==> config.mk <==
export PLATFORM = sky130hd
export DESIGN_NAME = fex_unit
export DESIGN_NICKNAME = d
export VERILOG_FILES = /design/src/fex_pkg.sv /design/src/fex_unit.sv
export SDC_FILE = /design/constraint.sdc
export NUM_CORES = 1
export LEC_CHECK = 0
export ABC_AREA = 1
export CAP_MARGIN = 20
export CORE_AREA = 2 2 122 214
export DETAILED_ROUTE_END_ITERATION = 7
export DIE_AREA = 0 0 124 216
export DONT_BUFFER_PORTS = 1
export GPL_TIMING_DRIVEN = 0
export HOLD_SLACK_MARGIN = 0.05
export SYNTH_ARGS = -nofsm -noshare
export SYNTH_HDL_FRONTEND = slang
export SYNTH_SLANG_ARGS = --single-unit
export TNS_END_PERCENT = 10
==> constraint.sdc <==
create_clock -name pclk -period 3.8 [get_ports pclk]
set_input_delay 0.19 -clock pclk [delete_from_list [all_inputs] [get_ports pclk]]
set_output_delay 0.19 -clock pclk [all_outputs]
set_load 0.005 [all_outputs]
==> src/fex_pkg.sv <==
/*
 floating-point exception unit package: register offsets, control word layout,
 exception indices, encodings and the state record.
 assumes 64-bit register-format operands (single precision held widened).
*/
package fex_pkg;

   localparam logic [11:0] FEX_OFF_CTRL = 12'h000;
   localparam logic [11:0] FEX_OFF_EXCEPTION_SUMMARY_REG = 12'h004;
   localparam logic [11:0] FEX_OFF_IRQ_STAT = 12'h008;
   localparam logic [11:0] FEX_OFF_IRQ_MASK = 12'h00C;
   localparam logic [11:0] FEX_OFF_ARCH_MASK_QUERY = 12'h010;

   // exception index within five-bit vectors
   localparam int FEX_X_INEX = 0;
   localparam int FEX_X_UNF = 1;
   localparam int FEX_X_OVF = 2;
   localparam int FEX_X_DZ = 3;
   localparam int FEX_X_INV = 4;
   // sixth bit of summary and interrupt vectors: denormal input trap
   localparam int FEX_X_DEN = 5;

   // control word field positions
   localparam int FEX_CW_STATUS_LO = 0;
   localparam int FEX_CW_DIS_LO = 8;
   localparam int FEX_CW_UNDERFLOW_FLUSH_ZERO = 13;
   localparam int FEX_CW_DNZ = 14;

   // operand class bits returned by the classifier
   localparam int FEX_C_ZERO = 0;
   localparam int FEX_C_DEN = 1;
   localparam int FEX_C_SNAN = 2;
   localparam int FEX_C_NAN = 3;
   localparam int FEX_C_INF = 4;

   localparam logic [63:0] FEX_CANON_QNAN = 64'h7FF8_0000_0000_0000;
   localparam logic [63:0] FEX_QUIET_BIT = 64'h0008_0000_0000_0000;
   localparam logic [62:0] FEX_INF_MAG = 63'h7FF0_0000_0000_0000;
   localparam logic [63:0] FEX_POS_ZERO = 64'h0000_0000_0000_0000;
   localparam logic [31:0] FEX_ARCH_MASK_QUERY_RESULT = 32'h0000_0200;
   localparam int FEX_ARCH_MASK_QUERY_PRECISE = 9;

   typedef enum logic [3:0] {
      FEX_OP_ADD, FEX_OP_SUB, FEX_OP_MUL, FEX_OP_DIV,
      FEX_OP_SQRT_S, FEX_OP_SQRT_T, FEX_OP_SQRT_F, FEX_OP_SQRT_G,
      FEX_OP_CMP, FEX_OP_COPY_SIGN_EXPONENT, FEX_OP_COPY_SIGN_NEGATE, FEX_OP_FCMOV,
      FEX_OP_MTFC, FEX_OP_MFFC, FEX_OP_TRAP_BARRIER_INSTR, FEX_OP_ARCH_MASK_QUERY
   } fex_op_t;

   typedef struct packed {
      logic denormal_to_zero_enable;
      logic underflow_flush_zero;
      logic [4:0] dis;
      logic [4:0] status;
   } fex_ctrl_t;

   typedef struct packed {
      fex_ctrl_t ctrl;
      logic [5:0] exception_summary_reg;
      logic [5:0] irq_stat;
      logic [5:0] irq_mask;
      logic [63:0] res;
      logic res_valid;
      logic [4:0] res_exc;
      logic trap;
      logic [5:0] trap_cause;
      logic irq;
      logic [31:0] prdata;
      logic pready;
      logic pslverr;
   } fex_state_t;

endpackage

==> src/fex_unit.sv <==
/*
 floating-point exception unit: operand screening, nan handling, trap decision,
 result substitution, sticky status, trap summary, interrupt and apb slave.
 assumes the arithmetic datapath delivers its raw result and result flags in
 the issue cycle; all inputs are synchronous to pclk.
*/
`timescale 1ns/1ps
`default_nettype none

// Function
// - precise traps, mask query bit, barrier ignored
// - propagate nans, signalling nan raises invalid
// - fresh nan result is canonical quiet nan
// - infinity minus infinity gives canonical invalid
// - square root accepted in four formats
// - denormal input traps unless flush and completion
// - denormal trap without flush ignores disables
// - copies, moves pass denormals without trap
// - five trap disable bits in control
// - disabled completion exception writes nontrapping result
// - underflow writes positive zero, flags underflow
// - status bits set always and accumulate
// - status cleared only by explicit control write
// - enabled undisabled exception records summary, traps
// - input operand trap beats result trap
module fex_unit
   import fex_pkg::*;
(
   input wire logic pclk,
   input wire logic presetn,
   input wire logic psel,
   input wire logic penable,
   input wire logic pwrite,
   input wire logic [11:0] paddr,
   input wire logic [31:0] pwdata,
   input wire logic [3:0] pstrb,
   output logic [31:0] prdata,
   output logic pready,
   output logic pslverr,
   input wire logic issue_valid,
   input wire fex_op_t issue_op,
   input wire logic issue_sw_compl,
   input wire logic [4:0] issue_trap_en,
   input wire logic [63:0] opnd_a,
   input wire logic [63:0] opnd_b,
   input wire logic [63:0] dp_result,
   input wire logic dp_ovf,
   input wire logic dp_unf,
   input wire logic dp_inex,
   output logic [63:0] res_q,
   output logic res_valid_q,
   output logic [4:0] res_exc_q,
   output logic trap_q,
   output logic [5:0] trap_cause_q,
   output logic irq_q
);

   fex_state_t s_q;
   fex_state_t s_d;

   logic [4:0] ca;
   logic [4:0] cb;
   logic arith;
   logic is_sqrt;
   logic den_in;
   logic den_trap;
   logic snan_in;
   logic nan_in;
   logic inv_cq;
   logic dz_in;
   logic input_special;
   logic [4:0] exc;
   logic [4:0] exc_det;
   logic [4:0] trapped;
   logic res_trap;
   logic [63:0] arith_res;
   logic apb_setup;
   logic apb_access;
   logic ctrl_wr;
   logic mapped;

   function automatic logic [4:0] classify(input logic [63:0] v);
      logic emax;
      logic emin;
      logic fnz;
      emax = &v[62:52];
      emin = ~|v[62:52];
      fnz = |v[51:0];
      classify = {emax & ~fnz, emax & fnz, emax & fnz & ~v[51], emin & fnz, emin & ~fnz};
   endfunction

   function automatic logic [31:0] ctrl_pack(input fex_ctrl_t c);
      ctrl_pack = 32'h0000_0000;
      ctrl_pack[FEX_CW_STATUS_LO +: 5] = c.status;
      ctrl_pack[FEX_CW_DIS_LO +: 5] = c.dis;
      ctrl_pack[FEX_CW_UNDERFLOW_FLUSH_ZERO] = c.underflow_flush_zero;
      ctrl_pack[FEX_CW_DNZ] = c.denormal_to_zero_enable;
   endfunction

   function automatic fex_ctrl_t ctrl_unpack(input logic [31:0] w);
      ctrl_unpack.status = w[FEX_CW_STATUS_LO +: 5];
      ctrl_unpack.dis = w[FEX_CW_DIS_LO +: 5];
      ctrl_unpack.underflow_flush_zero = w[FEX_CW_UNDERFLOW_FLUSH_ZERO];
      ctrl_unpack.denormal_to_zero_enable = w[FEX_CW_DNZ];
   endfunction

   // operand screening
   always_comb
   begin
      ca = classify(opnd_a);
      cb = classify(opnd_b);
      is_sqrt = (issue_op == FEX_OP_SQRT_S) || (issue_op == FEX_OP_SQRT_T) ||
                (issue_op == FEX_OP_SQRT_F) || (issue_op == FEX_OP_SQRT_G);
      // copies, conditional moves and control moves are not arithmetic
      arith = (issue_op == FEX_OP_ADD) || (issue_op == FEX_OP_SUB) || (issue_op == FEX_OP_MUL) ||
              (issue_op == FEX_OP_DIV) || (issue_op == FEX_OP_CMP) || is_sqrt;
      den_in = ca[FEX_C_DEN] | (~is_sqrt & cb[FEX_C_DEN]);
      // no disable bit enters this term, so it cannot be masked
      den_trap = issue_valid & arith & den_in & ~(s_q.ctrl.denormal_to_zero_enable & issue_sw_compl);
      snan_in = ca[FEX_C_SNAN] | (~is_sqrt & cb[FEX_C_SNAN]);
      nan_in = ca[FEX_C_NAN] | (~is_sqrt & cb[FEX_C_NAN]);
      inv_cq = 1'b0;
      if (!nan_in)
      begin
         unique case (issue_op)
            FEX_OP_ADD: inv_cq = ca[FEX_C_INF] & cb[FEX_C_INF] & (opnd_a[63] ^ opnd_b[63]);
            FEX_OP_SUB: inv_cq = ca[FEX_C_INF] & cb[FEX_C_INF] & ~(opnd_a[63] ^ opnd_b[63]);
            FEX_OP_MUL: inv_cq = (ca[FEX_C_INF] & cb[FEX_C_ZERO]) | (ca[FEX_C_ZERO] & cb[FEX_C_INF]);
            FEX_OP_DIV: inv_cq = (ca[FEX_C_ZERO] & cb[FEX_C_ZERO]) | (ca[FEX_C_INF] & cb[FEX_C_INF]);
            FEX_OP_SQRT_S, FEX_OP_SQRT_T, FEX_OP_SQRT_F, FEX_OP_SQRT_G:
               inv_cq = opnd_a[63] & ~ca[FEX_C_ZERO];
            FEX_OP_CMP, FEX_OP_COPY_SIGN_EXPONENT, FEX_OP_COPY_SIGN_NEGATE, FEX_OP_FCMOV,
            FEX_OP_MTFC, FEX_OP_MFFC, FEX_OP_TRAP_BARRIER_INSTR, FEX_OP_ARCH_MASK_QUERY: inv_cq = 1'b0;
         endcase
      end
      dz_in = (issue_op == FEX_OP_DIV) & cb[FEX_C_ZERO] & ~ca[FEX_C_ZERO] & ~nan_in & ~ca[FEX_C_INF];
      input_special = nan_in | inv_cq | dz_in;
      exc = 5'h00;
      exc[FEX_X_INV] = snan_in | inv_cq;
      exc[FEX_X_DZ] = dz_in;
      if (!input_special && issue_op != FEX_OP_CMP)
      begin
         // all result flags land together
         exc[FEX_X_OVF] = dp_ovf;
         exc[FEX_X_UNF] = dp_unf;
         exc[FEX_X_INEX] = dp_inex;
      end
      // a denormal trap means no result was formed, so no result exception exists
      exc_det = (issue_valid & arith & ~den_trap) ? exc : 5'h00;
      trapped = exc_det & issue_trap_en & ~(s_q.ctrl.dis & {5{issue_sw_compl}});
      res_trap = |trapped;
      if (inv_cq)
         arith_res = FEX_CANON_QNAN;
      else if (nan_in)
         arith_res = (ca[FEX_C_NAN] ? opnd_a : opnd_b) | FEX_QUIET_BIT;
      else if (dz_in)
         arith_res = {opnd_a[63] ^ opnd_b[63], FEX_INF_MAG};
      else if (exc[FEX_X_UNF])
         arith_res = FEX_POS_ZERO;
      else if (exc[FEX_X_OVF] && s_q.ctrl.dis[FEX_X_OVF] && issue_sw_compl)
         arith_res = {dp_result[63], FEX_INF_MAG};
      else
         arith_res = dp_result;
   end

   // apb decode
   always_comb
   begin
      apb_setup = psel & ~penable;
      apb_access = psel & penable & s_q.pready;
      mapped = (paddr == FEX_OFF_CTRL) || (paddr == FEX_OFF_EXCEPTION_SUMMARY_REG) || (paddr == FEX_OFF_IRQ_STAT) ||
               (paddr == FEX_OFF_IRQ_MASK) || (paddr == FEX_OFF_ARCH_MASK_QUERY);
      ctrl_wr = (apb_access & pwrite & (paddr == FEX_OFF_CTRL)) | (issue_valid & (issue_op == FEX_OP_MTFC));
   end

   always_comb
   begin
      s_d = s_q;
      s_d.res_valid = 1'b0;
      s_d.trap = 1'b0;
      s_d.pready = 1'b0;
      s_d.pslverr = 1'b0;
      if (issue_valid)
      begin
         s_d.res_exc = exc_det;
         unique case (issue_op)
            FEX_OP_COPY_SIGN_EXPONENT: s_d.res = {opnd_a[63:52], opnd_b[51:0]};
            FEX_OP_COPY_SIGN_NEGATE: s_d.res = {~opnd_a[63], opnd_b[62:0]};
            FEX_OP_FCMOV: s_d.res = opnd_b;
            FEX_OP_MFFC: s_d.res = {32'h0000_0000, ctrl_pack(s_q.ctrl)};
            FEX_OP_ARCH_MASK_QUERY: s_d.res = {32'h0000_0000, FEX_ARCH_MASK_QUERY_RESULT};
            FEX_OP_MTFC, FEX_OP_TRAP_BARRIER_INSTR: s_d.res = s_q.res;
            FEX_OP_ADD, FEX_OP_SUB, FEX_OP_MUL, FEX_OP_DIV, FEX_OP_CMP,
            FEX_OP_SQRT_S, FEX_OP_SQRT_T, FEX_OP_SQRT_F, FEX_OP_SQRT_G: s_d.res = arith_res;
         endcase
         // the barrier writes no result or exception: precise traps make it a no-op
         s_d.res_valid = (issue_op != FEX_OP_TRAP_BARRIER_INSTR) && (issue_op != FEX_OP_MTFC) &&
                         !den_trap && !res_trap;
         if (issue_op == FEX_OP_TRAP_BARRIER_INSTR)
            s_d.res_exc = 5'h00;
         if (den_trap)
         begin
            s_d.trap = 1'b1;
            s_d.trap_cause = 6'h20;
            s_d.exception_summary_reg = 6'h20;
         end
         else if (res_trap)
         begin
            s_d.trap = 1'b1;
            s_d.trap_cause = {1'b0, trapped};
            s_d.exception_summary_reg = {1'b0, trapped};
         end
         if (issue_op == FEX_OP_MTFC)
            s_d.ctrl = ctrl_unpack(opnd_a[31:0]);
      end
      if (apb_setup)
      begin
         s_d.pready = 1'b1;
         s_d.pslverr = !mapped;
         s_d.prdata = 32'h0000_0000;
         if (!pwrite)
         begin
            if (paddr == FEX_OFF_CTRL)
               s_d.prdata = ctrl_pack(s_q.ctrl);
            else if (paddr == FEX_OFF_EXCEPTION_SUMMARY_REG)
               s_d.prdata = {26'h000_0000, s_q.exception_summary_reg};
            else if (paddr == FEX_OFF_IRQ_STAT)
               s_d.prdata = {26'h000_0000, s_q.irq_stat};
            else if (paddr == FEX_OFF_IRQ_MASK)
               s_d.prdata = {26'h000_0000, s_q.irq_mask};
            else if (paddr == FEX_OFF_ARCH_MASK_QUERY)
               s_d.prdata = FEX_ARCH_MASK_QUERY_RESULT;
         end
      end
      if (apb_access && pwrite && pstrb[0] && pstrb[1])
      begin
         // bus write applies after a move in the same cycle
         if (paddr == FEX_OFF_CTRL)
            s_d.ctrl = ctrl_unpack(pwdata);
         else if (paddr == FEX_OFF_IRQ_MASK)
            s_d.irq_mask = pwdata[5:0];
      end
      if (apb_access && !pwrite && paddr == FEX_OFF_IRQ_STAT)
         s_d.irq_stat = 6'h00;
      // set wins over any clear in the same cycle
      s_d.ctrl.status = s_d.ctrl.status | exc_det;
      s_d.irq_stat = s_d.irq_stat | {den_trap, exc_det};
      s_d.irq = |(s_d.irq_stat & s_d.irq_mask);
   end

   always_ff @(posedge pclk or negedge presetn)
   begin
      if (!presetn)
         s_q <= '0;
      else
         s_q <= s_d;
   end

   assign prdata = s_q.prdata;
   assign pready = s_q.pready;
   assign pslverr = s_q.pslverr;
   assign res_q = s_q.res;
   assign res_valid_q = s_q.res_valid;
   assign res_exc_q = s_q.res_exc;
   assign trap_q = s_q.trap;
   assign trap_cause_q = s_q.trap_cause;
   assign irq_q = s_q.irq;

   AST_DENORM_UNMASKABLE: assert property (@(posedge pclk) disable iff (!presetn)
      (issue_valid && arith && den_in && !s_q.ctrl.denormal_to_zero_enable) |=> (trap_q && trap_cause_q == 6'h20 && !res_valid_q))
      else $error("denormal input without flush did not trap");

   AST_DENORM_AVOID: assert property (@(posedge pclk) disable iff (!presetn)
      (issue_valid && arith && den_in && s_q.ctrl.denormal_to_zero_enable && issue_sw_compl) |=> !trap_cause_q[FEX_X_DEN] || !trap_q)
      else $error("denormal trap taken despite flush and completion");

   AST_NONARITH_PASS: assert property (@(posedge pclk) disable iff (!presetn)
      (issue_valid && (issue_op == FEX_OP_FCMOV)) |=> (!trap_q && res_valid_q && res_q == $past(opnd_b)))
      else $error("conditional move altered value or trapped");

   AST_INF_SUB: assert property (@(posedge pclk) disable iff (!presetn)
      (issue_valid && issue_op == FEX_OP_SUB && ca[FEX_C_INF] && cb[FEX_C_INF] && opnd_a[63] == opnd_b[63] &&
       !den_trap) |=> (res_q == FEX_CANON_QNAN && res_exc_q[FEX_X_INV]))
      else $error("infinity difference not canonical invalid");

   AST_SNAN_QUIET: assert property (@(posedge pclk) disable iff (!presetn)
      (issue_valid && arith && snan_in && !den_trap && issue_op != FEX_OP_CMP) |=>
      (res_exc_q[FEX_X_INV] && res_q[51]))
      else $error("signalling nan not quieted with invalid");

   AST_UNF_ZERO: assert property (@(posedge pclk) disable iff (!presetn)
      (res_valid_q && res_exc_q[FEX_X_UNF]) |-> (res_q == FEX_POS_ZERO))
      else $error("underflow result not positive zero");

   AST_STATUS_STICKY: assert property (@(posedge pclk) disable iff (!presetn)
      (s_q.ctrl.status != ($past(s_q.ctrl.status) | $past(exc_det))) |-> $past(ctrl_wr))
      else $error("status changed without explicit control write");

   AST_STATUS_SET: assert property (@(posedge pclk) disable iff (!presetn)
      (issue_valid && arith && !den_trap && issue_op != FEX_OP_CMP && dp_ovf && dp_inex && !input_special) |=>
      (s_q.ctrl.status[FEX_X_OVF] && s_q.ctrl.status[FEX_X_INEX]))
      else $error("detected exceptions not all recorded");

   AST_SUPPRESS: assert property (@(posedge pclk) disable iff (!presetn)
      (issue_valid && !den_trap && issue_sw_compl && ((exc_det & ~s_q.ctrl.dis) == 5'h00) && exc_det != 5'h00)
      |=> (!trap_q && res_valid_q))
      else $error("disabled exception still trapped");

   AST_TRAP_SUMMARY: assert property (@(posedge pclk) disable iff (!presetn)
      trap_q |-> (s_q.exception_summary_reg == trap_cause_q && trap_cause_q != 6'h00))
      else $error("trap without matching summary");

   AST_BARRIER_NOP: assert property (@(posedge pclk) disable iff (!presetn)
      (issue_valid && issue_op == FEX_OP_TRAP_BARRIER_INSTR) |=> (!res_valid_q && !trap_q))
      else $error("barrier produced activity");

   AST_ARCH_MASK_QUERY_BIT: assert property (@(posedge pclk) disable iff (!presetn)
      (issue_valid && issue_op == FEX_OP_ARCH_MASK_QUERY) |=> (res_valid_q && res_q[FEX_ARCH_MASK_QUERY_PRECISE]))
      else $error("mask query missing precise bit");

endmodule

`default_nettype wire

==> results.yml <==
routing:
  drt_iter0_drc: 464
  wirelength_mm: 39.6
  vias_per_cell: 5.25
  routedWlPerCell_um: 20.1
  vias: 10400
  first_pass_iters: 7
  postRouteAntennaNets: 0
  drc_errors: 1
clock_network:
  clk_path_buf_depth: 2
  cts_tree: "built"
  worstSkewPairLatency_ps: 450
  cts_setup_buffers: 0
  clk_pin_slew_ps: 60
  cts_sinks: 121
  cts_inserted_buffers: 17
  h-tree-depth: 4
  cts.root.buffer_cell: "clkbuf_16"
timing:
  hold_viol: 0
  rsz0062_at_grt: "no"
  finClkSkew_ps: 8.23
  tightest_slew_ps: 887
  period_needed_ps: 3650
  drv_slew: 0
  fmax_ghz: 0.274
  period_share_pct: 96.0
  relSlewSlack_pct: 40.7
  setup_viol: 0
  tns_ps: 0
  holdWs_ps: 57.1
logic_synthesis:
  ys_types: 54
  yosysTopAreaCell: "dfrtp_1"
  yosys_warnings: 0
  synth_edf_count: 0
  syn_area_um2: 9900
  synth_common_cells: "nand2_1, inv_1, dfrtp_1, nor2_1, buf_4"
  synth-seq-cells: 121
  syn_area_per_cell_um2: 6.77
  yosysMostFrequentCell: "nand2_1"
  synth_cells: 1462
  ys_seq_area_share_pct: 30.6
  async_flop_share_pct: 100
  synthTopCellsByArea: "dfrtp_1, nand2_1, buf_4"
  yosysTopAreaCellShare_pct: 30.6
  synth_ff_type: "dfrtp_1"
finish:
  fill_cells: 2619
  drive_above_1_share_pct: 18.0
  layout.nets: 1899
  syn2layout_area_growth_pct: 25.5
  final_cells: 1973
place:
  dp_hpwl_mm: 30.5
  gp_congestion: 0.943
  dp_cells: 1796
  port-buffer-count: 0
critical_path:
  worstPathCellList: "nor2_1 > nand2_1 > nor2_1 > nand2_1 > nor2_1 > nand2_1 > nand4_1 > nand2_2 > nor2_4 > inv_2 > a21oi_4 > nand4_4 > nand2_4 > o21ai_0 > nand2_1 > dlygate4sd3_1 > nand2_1 > dlygate4sd3_1 > nand2_1"
  critPathRequiredTime_ps: 4180
  cp-start-kind: "input port"
  cp_common_cell: "nand2_1"
  endpoint_kind: "register"
  cp_slowest_cell: "dlygate4sd3_1"
  max_stage_delay_ps: 550
  cp_top_family: "simple AND/OR/NAND/NOR gates"
  path_buf_inv: 3
  cp_max_fo: 10
  crit_type: "input port to register"
  cp.arrival_ps: 4030
min_path:
  min_path_type: "input port to register"
floorplanning:
  fp.dieArea_um2: 26800
  coreArea_um2: 25000
  dieWidth_um: 124
  initial_utilization_pct: 39.5
  ioPinCount: 371
  fp.dieH_um: 216
  fp-row-count: 77
power:
  power_frac_seq_pct: 35.6
  p_int_mw: 3.07
  ir_worst_vdd_mv: 0.269
  clock_power_share_pct: 39.2
  leakage_nw: 6.41
  p_comb_share_pct: 25.2
  p_total_mw: 4.41
  p_per_area_nw_per_um2: 355
  power_switching_mw: 1.34
  switching_share_pct: 30.3
global_routing:
  grt_antenna_before_repair: 4
  grt_max_degree: 122
  grt_pass1_vias: 10800
  grt_pass1_wl_mm: 60.0
  overflow: 0
  grt_usage_pct: 30.3
status:
  violations: "DRC"
  outcome: "complete, but fails checks"
flow_run:
  cap_violations: 0
sequential cells by signal, indices dropped and copies added, names as in the netlist:
name and count:
res_exc_q 5, irq_q 1, s_q 29, trap_cause_q 5, pslverr 1, res_q 64, pready 1, prdata 13
trap_q 1, res_valid_q 1
power by group through the flow:
stage          Combinational [mW]  Sequential (mW)  Clock, mW
2_1_floorplan               0.697             1.53          0
3_3_place_gp                0.855             1.58          0
3_5_place_dp                0.865             1.58          0
4_1_cts                      1.10             1.56       1.75
5_1_grt                      1.22             1.58       1.81
6_report                     1.11             1.57       1.73
layout by cell type, fill, tap and decap left out, types with 17 or more instances in the layout:
cell type and instances:
a21oi_1 35, dfrtp_1 121, o21ai_0 65, nand3_1 63, a2bb2oi_1 20, conb_1 19, or2_2 40, mux2_2 44
buf_4 113, nand2_1 430, clkbuf_1 32, clkbuf_16 17, nand4_1 40, inv_1 191, nor2_1 119, dlygate4sd3_1 140
tightest hold or removal path: stages:
cell	delay (ps)
inv_1	50
o21ai_0	90
inv_1	80
a2bb2oi_1	60
layout make-up:
class                   count  area [µm²]  area share (%)
multi-input cells         991        5100            41.1
flip-flops and latches    121        3030            24.4
repair buffers            141        1430            11.5
plain buffers             165        1080            8.71
inverters                 203         762            6.13
clock buffers              19         443            3.57
well taps                 316         395            3.18
clock inverters            13         168            1.35
diodes                      4        10.0          0.0806
cell families (layout without fill, tap and decap cells):
family | after synthesis | in the layout | synth area share [%]
multiplexers | 48 | 48 | 5.41
AO/OA/AOI/OAI | 172 | 172 | 10.9
AND/OR/NAND/NOR | 750 | 750 | 34.2
XOR/XNOR | 2 | 2 | 0.177
buffers and inverters | 368 | 541 | 18.6
flip-flops | 121 | 121 | 30.6
other | 1 | 23 | 0.0379
timing repair:
item / in CTS / in global routing
setup endpoints to repair: 0 / 3
hold buffers: 141 / 0
hold endpoints to repair: 213 / 0
resized for setup: 0 / 2
layer usage:
metal / global-route usage (%) / vias up / routed length [µm]
met3: 8.40 / 145 / 2750
met2: 54.0 / 459 / 20800
li1: - / 4879 / -
met4: 21.9 / 0 / 2940
met1: 28.8 / 4870 / 13100
met5: 0 / - / 0
stage by stage:
step	cell area (µm²)	setup slack (ps)	utilization [%]
global placement	10400	572	41.4
finish	12400	154	49.6
floorplan	9970	1690	-
CTS	12400	42.0	49.5
global route	12400	18.3	49.6
detailed placement	10400	545	41.4
final timing paths:
| kind | slack, ps | cells after the start | startpoint | end |
|---|---|---|---|---|
| max | 150 | 19 | opnd_b[19] | res_q[52] |
| min | 60 | 4 | opnd_b[50] | res_q[50] |
| max reg2reg | 1150 | 10 | s_q[137] | res_q[52] |
| min reg2reg | 490 | 2 | prdata[9] | prdata[9] |
| max in group asynchronous | 2850 | 2 | presetn | res_q[29] |
| min in group asynchronous | 400 | 2 | presetn | res_q[62] |
Note: power is estimated with default switching activity, not from simulation.
